## src/dmm_consts.vh

```
/*
 data memory map and operand addressing constants.
 assumes inclusion by dmm_core.v only.
*/
`ifndef DMM_CONSTS_VH
`define DMM_CONSTS_VH
`define DMM_RAM_LO 8'h00
`define DMM_RAM_HI 8'h2F
`define DMM_ONES_LO 8'h30
`define DMM_ONES_HI 8'h7F
`define DMM_UNDEF_LO 8'h80
`define DMM_UNDEF_HI 8'h9F
`define DMM_PERI_LO 8'hA0
`define DMM_PERI_HI 8'hEF
`define DMM_REG_LO 8'hF0
`define DMM_REG_HI 8'hFB
`define DMM_PTR2_ADDR 8'hFC
`define DMM_STACK_ADDR 8'hFD
`define DMM_PTR1_ADDR 8'hFE
`define DMM_SPARE_ADDR 8'hFF
`define DMM_PTR_RESET 8'h00
`define DMM_STACK_RESET 8'h2F
`define DMM_ONES_VALUE 8'hFF
`define DMM_UNDEF_VALUE 8'h00
`define DMM_MODE_IND 3'h0
`define DMM_MODE_IND_INC 3'h1
`define DMM_MODE_IND_DEC 3'h2
`define DMM_MODE_DIRECT 3'h3
`define DMM_MODE_IMM 3'h4
`define DMM_MODE_SHORT_IMM 3'h5
`define DMM_MODE_TABLE 3'h6
`endif

```

## src/dmm_core.v

```verilog
/*
 data memory decoder and operand address former for an 8-bit core.
 assumes the core drives the op inputs from its own clock, holds them
 stable while op_valid_in is high, and reads/writes the peripheral
 window outside this block.
*/
`include "dmm_consts.vh"
`default_nettype none
// How it works
// - all ram, pointers, ports in one 8-bit space
// - addresses 00-2F are 48 ram bytes
// - reads of 30-7F return all ones
// - 80-9F and reserved reads are undefined
// - F0-FB are ram used as registers
// - FF is plain ram, no segment switch
// - indirect uses first or second pointer
// - auto modify pointer after access completes
// - direct takes 8-bit address from instruction
// - immediate operand is 8-bit instruction field
// - short immediate loads 4-bit pointer value
// - table load: accumulator gives program low byte
module dmm_core #(
    parameter DATA_W = 8,
    parameter RAM_DEPTH = 48,
    parameter REG_DEPTH = 13
) (
    input wire clk_in,
    input wire reset_n_in,
    input wire clk_en_in,
    input wire op_valid_in,
    input wire [2:0] op_mode_in,
    input wire op_write_in,
    input wire op_ptr_sel_in,
    input wire [7:0] op_field_in,
    input wire [7:0] op_wdata_in,
    input wire [7:0] acc_in,
    input wire [7:0] prog_rdata_in,
    input wire [7:0] peri_rdata_in,
    output reg [7:0] op_addr_out,
    output reg [7:0] op_data_out,
    output reg op_done_out,
    output reg peri_sel_out,
    output reg peri_wr_out,
    output reg [7:0] peri_wdata_out,
    output reg [7:0] prog_addr_lo_out,
    output wire [7:0] ptr_one_out,
    output wire [7:0] ptr_two_out,
    output wire [7:0] stack_pointer_out
);
    // region codes of the data space
    localparam [2:0] RG_RAM = 3'h0;
    localparam [2:0] RG_ONES = 3'h1;
    localparam [2:0] RG_UNDEF = 3'h2;
    localparam [2:0] RG_PERI = 3'h3;
    localparam [2:0] RG_REGS = 3'h4;
    localparam [2:0] RG_PTR2 = 3'h5;
    localparam [2:0] RG_STACK = 3'h6;
    localparam [2:0] RG_PTR1 = 3'h7;

    reg [DATA_W-1:0] ram_q [0:RAM_DEPTH-1];
    reg [DATA_W-1:0] regs_q [0:REG_DEPTH-1];
    reg [7:0] ptr_one_q;
    reg [7:0] ptr_two_q;
    reg [7:0] stack_q;
    reg [7:0] addr_d;
    reg [2:0] region_d;
    reg [7:0] rdata_d;
    reg [7:0] ptr_sel_d;
    reg uses_mem_d;
    reg [3:0] reg_idx_d;

    // map an 8-bit data address onto a region
    function [2:0] region_of;
        input [7:0] a;
        begin
            if (a <= `DMM_RAM_HI)
                region_of = RG_RAM;
            else if (a <= `DMM_ONES_HI)
                region_of = RG_ONES;
            else if (a <= `DMM_UNDEF_HI)
                region_of = RG_UNDEF;
            else if (a <= `DMM_PERI_HI)
                region_of = RG_PERI;
            else if (a == `DMM_PTR2_ADDR)
                region_of = RG_PTR2;
            else if (a == `DMM_STACK_ADDR)
                region_of = RG_STACK;
            else if (a == `DMM_PTR1_ADDR)
                region_of = RG_PTR1;
            else
                region_of = RG_REGS;
        end
    endfunction

    assign ptr_one_out = ptr_one_q;
    assign ptr_two_out = ptr_two_q;
    assign stack_pointer_out = stack_q;

    // operand address formation per mode
    always @* begin
        ptr_sel_d = op_ptr_sel_in ? ptr_two_q : ptr_one_q;
        uses_mem_d = 1'b1;
        case (op_mode_in)
            `DMM_MODE_IND, `DMM_MODE_IND_INC, `DMM_MODE_IND_DEC: begin
                addr_d = ptr_sel_d;
            end
            `DMM_MODE_DIRECT: begin
                addr_d = op_field_in;
            end
            default: begin
                addr_d = ptr_sel_d;
                uses_mem_d = 1'b0;
            end
        endcase
        region_d = region_of(addr_d);
        // F0-FB index 0..11, FF index 12
        reg_idx_d = (addr_d == `DMM_SPARE_ADDR) ? 4'hC : addr_d[3:0];
    end

    // read data mux for memory operands
    always @* begin
        case (region_d)
            RG_RAM: rdata_d = ram_q[addr_d[5:0]];
            RG_ONES: rdata_d = `DMM_ONES_VALUE;
            RG_UNDEF: rdata_d = `DMM_UNDEF_VALUE;
            RG_PERI: rdata_d = peri_rdata_in;
            RG_REGS: rdata_d = regs_q[reg_idx_d];
            RG_PTR2: rdata_d = ptr_two_q;
            RG_STACK: rdata_d = stack_q;
            RG_PTR1: rdata_d = ptr_one_q;
            default: rdata_d = `DMM_UNDEF_VALUE;
        endcase
    end

    // storage, pointer update and registered answer
    always @(posedge clk_in) begin
        if (!reset_n_in) begin
            ptr_one_q <= `DMM_PTR_RESET;
            ptr_two_q <= `DMM_PTR_RESET;
            stack_q <= `DMM_STACK_RESET;
            op_addr_out <= 8'h00;
            op_data_out <= 8'h00;
            op_done_out <= 1'b0;
            peri_sel_out <= 1'b0;
            peri_wr_out <= 1'b0;
            peri_wdata_out <= 8'h00;
            prog_addr_lo_out <= 8'h00;
        end else if (clk_en_in) begin
            op_done_out <= op_valid_in;
            peri_sel_out <= op_valid_in && uses_mem_d && (region_d == RG_PERI);
            peri_wr_out <= op_valid_in && uses_mem_d && op_write_in
                && (region_d == RG_PERI);
            peri_wdata_out <= op_wdata_in;
            prog_addr_lo_out <= acc_in;
            if (op_valid_in) begin
                op_addr_out <= addr_d;
                case (op_mode_in)
                    `DMM_MODE_IMM: op_data_out <= op_field_in;
                    `DMM_MODE_SHORT_IMM: op_data_out <= {4'h0, op_field_in[3:0]};
                    `DMM_MODE_TABLE: op_data_out <= prog_rdata_in;
                    default: op_data_out <= rdata_d;
                endcase
                // short immediate loads the first pointer
                if (op_mode_in == `DMM_MODE_SHORT_IMM)
                    ptr_one_q <= {4'h0, op_field_in[3:0]};
                // writes land only in mapped storage
                if (uses_mem_d && op_write_in) begin
                    case (region_d)
                        RG_RAM: ram_q[addr_d[5:0]] <= op_wdata_in;
                        RG_REGS: regs_q[reg_idx_d] <= op_wdata_in;
                        RG_PTR2: ptr_two_q <= op_wdata_in;
                        RG_STACK: stack_q <= op_wdata_in;
                        RG_PTR1: ptr_one_q <= op_wdata_in;
                        default: ;
                    endcase
                end
                // post modify after access, unless the access writes either pointer (FC or FE)
                if ((op_mode_in == `DMM_MODE_IND_INC || op_mode_in == `DMM_MODE_IND_DEC)
                    && !(op_write_in && (region_d == RG_PTR1 || region_d == RG_PTR2))) begin
                    if (op_ptr_sel_in)
                        ptr_two_q <= (op_mode_in == `DMM_MODE_IND_INC)
                            ? ptr_two_q + 8'h01 : ptr_two_q - 8'h01;
                    else
                        ptr_one_q <= (op_mode_in == `DMM_MODE_IND_INC)
                            ? ptr_one_q + 8'h01 : ptr_one_q - 8'h01;
                end
            end
        end
    end
endmodule // dmm_core
`default_nettype wire

```

## config.mk

```make
export PLATFORM = sky130hd
export DESIGN_NAME = dmm_core
export DESIGN_NICKNAME = d
export VERILOG_FILES = /design/src/dmm_core.v
export VERILOG_INCLUDE_DIRS = /design/src
export SDC_FILE = /design/constraint.sdc
export NUM_CORES = 1
export LEC_CHECK = 0
export ABC_AREA = 1
export BUFFER_PORTS_ARGS = -buffer_cell sky130_fd_sc_hd__buf_2
export CORE_ASPECT_RATIO = 0.9
export CORE_MARGIN = 2
export CORE_UTILIZATION = 45
export DETAILED_ROUTE_END_ITERATION = 8
export MAX_ROUTING_LAYER = met4
export PLACE_DENSITY = 0.57
export SETUP_SLACK_MARGIN = 0.1
export SLEW_MARGIN = 15
export SYNTH_ARGS = -nofsm -noshare
export SYNTH_HDL_FRONTEND = slang
export SYNTH_SLANG_ARGS = --single-unit
```

## constraint.sdc

```tcl
create_clock -name clk_in -period 3.1 [get_ports clk_in]
set_input_delay 0.155 -clock clk_in [delete_from_list [all_inputs] [get_ports clk_in]]
set_output_delay 0.155 -clock clk_in [all_outputs]
set_load 0.05 [all_outputs]
```

### After elaboration in Yosys (flattened, before gate mapping)

Memories as Yosys holds them, arrays and structs flattened.
Cells that the tools add are included.

* register bits after elaboration: 59
* output and inout bits: 59
* memories kept: 2
* bits of input ports: 49
* memory bits (writable): 488

* add/subtract/negate cells: 4
* muxes and demuxes: 36
* equal/unequal tests: 17
* order comparisons: 4
* reduce and logical (&&, ||, !) cells: 15

Memory list
* ram_q: depth 48, width 8, read ports 1, clocked after memory_dff 0, wr ports 1, line dmm_core.v:60 `reg [DATA_W-1:0] ram_q [0:RAM_DEPTH-1];`
* regs_q: depth 13, width 8, read ports 1, clocked after memory_dff 0, wr ports 1, line dmm_core.v:61 `reg [DATA_W-1:0] regs_q [0:REG_DEPTH-1];`

Operators with widths (number)
* 8-bit 2-to-1 mux: 13
* 8-bit case mux with 8 select lines: 1
* 8-bit equality test, second input constant: 4
* 8-bit case mux with 3 select lines: 1
* 3-bit equality test, second input constant: 7
* 8-bit by 1-bit adder with 8-bit output, second input constant: 2
* 8-bit less-or-equal comparator, second input constant: 2
* 8-bit by 1-bit subtractor with 8-bit output, second input constant: 2
* 1-bit 2-to-1 mux: 13
* 3-bit by 2-bit equality test with 1-bit output, second input constant: 4
* 3-bit 2-to-1 mux: 4
* 8-bit by 6-bit less-or-equal comparator with 1-bit output, second input constant: 1
* 8-bit by 7-bit less-or-equal comparator with 1-bit output, second input constant: 1
* 1-bit logical AND: 7
* 3-bit by 1-bit equality test with 1-bit output, second input constant: 2
* 3-bit zero test: 2
* 2-bit 2-to-1 mux: 3
* 4-bit 2-to-1 mux: 1
* 4-bit AND reduction: 1
* 4-bit OR reduction: 1
* 1-bit logical OR: 2
* 2-bit AND reduction: 1
* 1-bit zero test: 1

### Longest topological paths before layout

* word-level depth: 17
* depth in mapped cells: 23
* gate-level depth less buffers: 20

### Worst setup path after synthesis

Ideal clock, no wire load.

* kind: register to register
* from: register ptr_one_q[0], in the netlist ptr_one_out[0]
* to: memory regs_q[11][0] (enable)
* stages on the path, launching flop included: 15
* path slack: 0.192 ns
* library setup time: 0.370 ns
* arrival: 2.538 ns
* path buffers: 2
* period minus slack after synthesis: 2.908 ns
* cells stage by stage: dfxtp_1 nand2_1 nand2_1 nand2_1 nand2_2 buf_6 buf_6 o21ai_1 nand2_1 nand2_1 nand2_2 nand3_1 nor2_1 nand4_1 nor2_1

* word-level cells in the longest chain between the ends: 17

RTL lines
* from (decl): line dmm_core.v:62 `reg [7:0] ptr_one_q;`
* from (signal assigned): line dmm_core.v:138 `` ptr_one_q <= `DMM_PTR_RESET; ``
* from (signal assigned): line dmm_core.v:165 `ptr_one_q <= {4'h0, op_field_in[3:0]};`
* from (signal assigned): line dmm_core.v:173 `RG_PTR1: ptr_one_q <= op_wdata_in;`
* 8-bit 2-to-1 mux *: line dmm_core.v:101 `ptr_sel_d = op_ptr_sel_in ? ptr_two_q : ptr_one_q;`
* 8-bit 2-to-1 mux *: line dmm_core.v:103 `case (op_mode_in)`
* 8-bit equality test (no line)
* 2-bit 2-to-1 mux: line dmm_core.v:88 `` else if (a == `DMM_PTR1_ADDR) ``
* 2-bit 2-to-1 mux: line dmm_core.v:86 `` else if (a == `DMM_STACK_ADDR) ``
* 2-bit 2-to-1 mux: line dmm_core.v:84 `` else if (a == `DMM_PTR2_ADDR) ``
* 3-bit 2-to-1 mux: line dmm_core.v:82 `` else if (a <= `DMM_PERI_HI) ``
* 3-bit 2-to-1 mux: line dmm_core.v:80 `` else if (a <= `DMM_UNDEF_HI) ``
* 3-bit 2-to-1 mux: line dmm_core.v:78 `` else if (a <= `DMM_ONES_HI) ``
* 3-bit 2-to-1 mux: line dmm_core.v:76 `` if (a <= `DMM_RAM_HI) ``
* 3-bit equality test: line dmm_core.v:168 `case (region_d)`
* 1-bit 2-to-1 mux: line dmm_core.v:168
* 1-bit 2-to-1 mux: line dmm_core.v:167 `if (uses_mem_d && op_write_in) begin`
* 1-bit 2-to-1 mux: line dmm_core.v:155 `if (op_valid_in) begin`
* 1-bit 2-to-1 mux: line dmm_core.v:148 `end else if (clk_en_in) begin`
* 1-bit 2-to-1 mux: line dmm_core.v:137 `if (!reset_n_in) begin`
* 1-bit 2-to-1 mux (not written as such): line dmm_core.v:170 `RG_REGS: regs_q[reg_idx_d] <= op_wdata_in;`
* to (decl): line dmm_core.v:61

Mark *: on every way between the ends. The rest lies on a longest branch, timed or not.

### Worst setup path in the final report

* from: input op_ptr_sel_in
* to: register op_data_out[0]

* word-level cells in the longest chain between the ends: 13

RTL lines
* from (decl): line dmm_core.v:33 `input wire op_ptr_sel_in,`
* 8-bit 2-to-1 mux *: line dmm_core.v:101
* 8-bit 2-to-1 mux *: line dmm_core.v:103
* 8-bit equality test (no line)
* 2-bit 2-to-1 mux: line dmm_core.v:88
* 2-bit 2-to-1 mux: line dmm_core.v:86
* 2-bit 2-to-1 mux: line dmm_core.v:84
* 3-bit 2-to-1 mux: line dmm_core.v:82
* 3-bit 2-to-1 mux: line dmm_core.v:80
* 3-bit 2-to-1 mux: line dmm_core.v:78
* 3-bit 2-to-1 mux: line dmm_core.v:76
* 3-bit equality test, or another cell as far along: line dmm_core.v:122 `case (region_d)`
* 8-bit case mux with 8 select lines *: line dmm_core.v:122
* 8-bit case mux with 3 select lines *: line dmm_core.v:157 `case (op_mode_in)`
* to (signal assigned): line dmm_core.v:158 `` `DMM_MODE_IMM: op_data_out <= op_field_in; ``
* to (signal assigned): line dmm_core.v:159 `` `DMM_MODE_SHORT_IMM: op_data_out <= {4'h0, op_field_in[3:0]}; ``
* to (signal assigned): line dmm_core.v:160 `` `DMM_MODE_TABLE: op_data_out <= prog_rdata_in; ``
* to (decl): line dmm_core.v:40 `output reg [7:0] op_data_out,`

Marks and branches as above.
A chain may end at the register's enable or synchronous reset.

==> flow_summary.yaml <==
die:
  io_pins: 108
  dieArea_um2: 55400
  placementRows: 80
  core_area_um2: 53000
  chipHeight_um: 224
  initial_core_util: 0.455
  dieWidth_um: 248
clock_tree:
  cts_tree: "done"
  cts_max_level: 2
  clockRootBuffer: "clkbuf_16"
  clockBufferDepth: 3
  clock_latency_ps: 620
  path_clk_slew_ps: 60
  cts.sinks: 547
  numCtsBuffers: 56
detailed_routing:
  ant_nets: 0
  vias_per_cell: 5.31
  drt_iter0_markers: 2016
  drt-total-wl_um: 69500
  wl_per_cell_um: 20.7
  drc: 0
  drt_first_pass_iters: 5
  via_count: 17900
logic_synthesis:
  yosysWarnings: 0
  syn-instance-count: 2381
  synth_top_flop_cell: "edfxtp_1"
  synth_nets: 2444
  synth.cell_area_um2: 24100
  async_reset_ff_frac: 0
  synth.ff_latch_count: 547
  synth_cell_types: 44
  seq_area_frac_synth: 0.657
  synth_enable_flop_cells: 488
  syn_avg_cell_area_um2: 10.1
global_routing:
  grt_pass1_vias: 17000
  grt_overflow: 0
  antenna_found_initial: 5
  grt_pass1_wl_um: 104000
  grt_start_max_net_pins: 66
  grt_usage: 0.258
job:
  drv_cap: 0
timing:
  fin_ws_ps: 285
  whs_ps: 33.4
  grt_setup_unrepaired: "no"
  finalHoldViolCount: 0
  period_needed_ps: 2810
  tightest_slew_ps: 1030
  setup_violations: 0
  fin_crit_sh: 0.908
  skew_ps: 19.4
  slew_headroom: 0.315
  max_freq_mhz: 355
  drv_slew: 0
critical_path:
  worstPathArrival_ps: 3360
  path_class: "input pin to flip-flop"
  cp_slowest_cell: "dlygate4sd3_1"
  crit_path_max_fanout: 31
  crit_path_max_incr_delay_ps: 520
  r2r_cells: 18
  cp-start-kind: "input pin"
  end_kind: "flip-flop"
  worstPathCellList: "dlygate4sd3_1 -> buf_2 -> inv_2 -> nand2_1 -> nand2_1 -> nand2_1 -> nand2_8 -> buf_12 -> nor2_4 -> buf_12 -> nand2_1 -> o21ai_0 -> nor3_1 -> nand2_1 -> nand3_1 -> nand3_1 -> nand2_1 -> nand2_1 -> nand2_1 -> a21oi_1"
  cp_common_cell: "nand2_1"
  required_ps: 3640
final_layout:
  design_area_um2: 28400
  layout_common_cells: "859 x nand2_1, 488 x edfxtp_1, 189 x nor2_1"
  n_fill_cell: 4710
  finalNonFillerCells: 3361
  nNetsFinal: 2681
  layout-drive-gt1-share: 0.151
  final_common_cell: "nand2_1"
  syn_to_final_growth_pct: 17.9
place:
  place_ws_ps: -74.8
  place_inst: 3229
  postPlaceCellArea_um2: 26300
  numPortBuffers: 107
  dp_hpwl_um: 45500
  globalplace.congestion: 0.915
status:
  status: "finished clean"
power_and_ir_drop:
  power.total_mw: 16.6
  leakage_nw: 11.4
  p_per_area_nw_per_um2: 583
  peakVddDrop_mv: 0.484
worst_hold_path:
  min_path_type: "input pin to flip-flop"
  whs_path_depth: 5
## area by class of cell
type	instances	area [um^2]	area share
antenna	4	10.0	0.000352
clock buffer	72	1510	0.0532
clock inverter	28	324	0.0114
inverter	169	637	0.0224
multi-input combinational	1557	7090	0.249
sequential	547	15800	0.557
tap	697	872	0.0307
timing repair buffer	287	2150	0.0755
## power breakdown
group / internal, mW / leakage, nW / total, mW / switching [mW]
clock network: 4.01 / 0.902 / 6.84 / 2.83
registers: 8.05 / 4.87 / 8.08 / 0.0291
logic: 0.463 / 5.65 / 1.65 / 1.18
total: 12.5 / 11.4 / 16.6 / 4.04
## what timing repair did
| item | in CTS | in global routing |
|---|---|---|
| hold buffers | 24 | 0 |
| gates resized for setup | 0 | 6 |
| setup endpoints to repair | 0 | 128 |
| setup buffers | 0 | 4 |
| hold endpoints to repair | 44 | 0 |
## critical path, delay by kind of cell
family | cells | cell delay, ps
buf+inv | 5 | 1270
compound gates | 2 | 190
simple gates | 13 | 1710
## through the flow
step | util | setup TNS (ps)
after floorplan | - | 0
after global placement | 0.496 | -6.49
after detailed placement | 0.496 | -234
after CTS | 0.536 | 0
after global routing | 0.537 | 0
final | 0.537 | 0
## cell usage after synthesis, types with 11 or more instances
master	n	area share
clkbuf_1	33	0.0051
dfxtp_1	59	0.049
o21ai_0	87	0.018
nand4_1	51	0.013
buf_4	21	0.0065
nand2_1	862	0.13
ha_1	12	0.0062
buf_2	41	0.0085
or2_2	12	0.0031
edfxtp_1	488	0.61
nor2_1	189	0.029
o21ai_1	11	0.0023
inv_1	159	0.025
nand2_2	13	0.0034
o211ai_1	34	0.011
nand3_1	40	0.0083
a21oi_1	160	0.033
## cells by family (layout without fill, tap and decap cells)
group | Yosys count | after routing | share of synthesized area
xor+xnor | 14 | 14 | 0.00509
compound gates | 325 | 325 | 0.0743
flops | 547 | 547 | 0.657
simple gates | 1204 | 1204 | 0.205
fa+ha+maj | 14 | 14 | 0.00789
buf+inv | 277 | 556 | 0.0504
other cells | 0 | 4 | 0
## final timing paths
kind,end,slack (ps),from
worst min-delay path,op_data_out[0],30,op_field_in[0]
worst max register to register,op_data_out[0],300,ptr_two_out[1]
worst max-delay path,op_data_out[0],290,op_ptr_sel_in
worst min register to register,stack_pointer_out[4],470,stack_pointer_out[4]
## registers in the layout (all words and copies together) (netlist names)
| name | count |
|---|---|
| stack_pointer_out | 8 |
| peri_wr_out | 1 |
| op_data_out | 8 |
| ptr_one_out | 8 |
| op_done_out | 1 |
| prog_addr_lo_out | 8 |
| ptr_two_out | 8 |
| peri_sel_out | 1 |
| ram_q | 384 |
| peri_wdata_out | 8 |
| op_addr_out | 8 |
| regs_q | 104 |
## metal layers
layer,track usage,vias to the layer above,wire length [um]
met1,0.379,8598,31600
met2,0.372,667,30900
met3,0.0361,115,5190
li1,-,8479,-
met4,0.0784,0,1800
met5,-,-,0
Power figures use the tool's default switching activity.
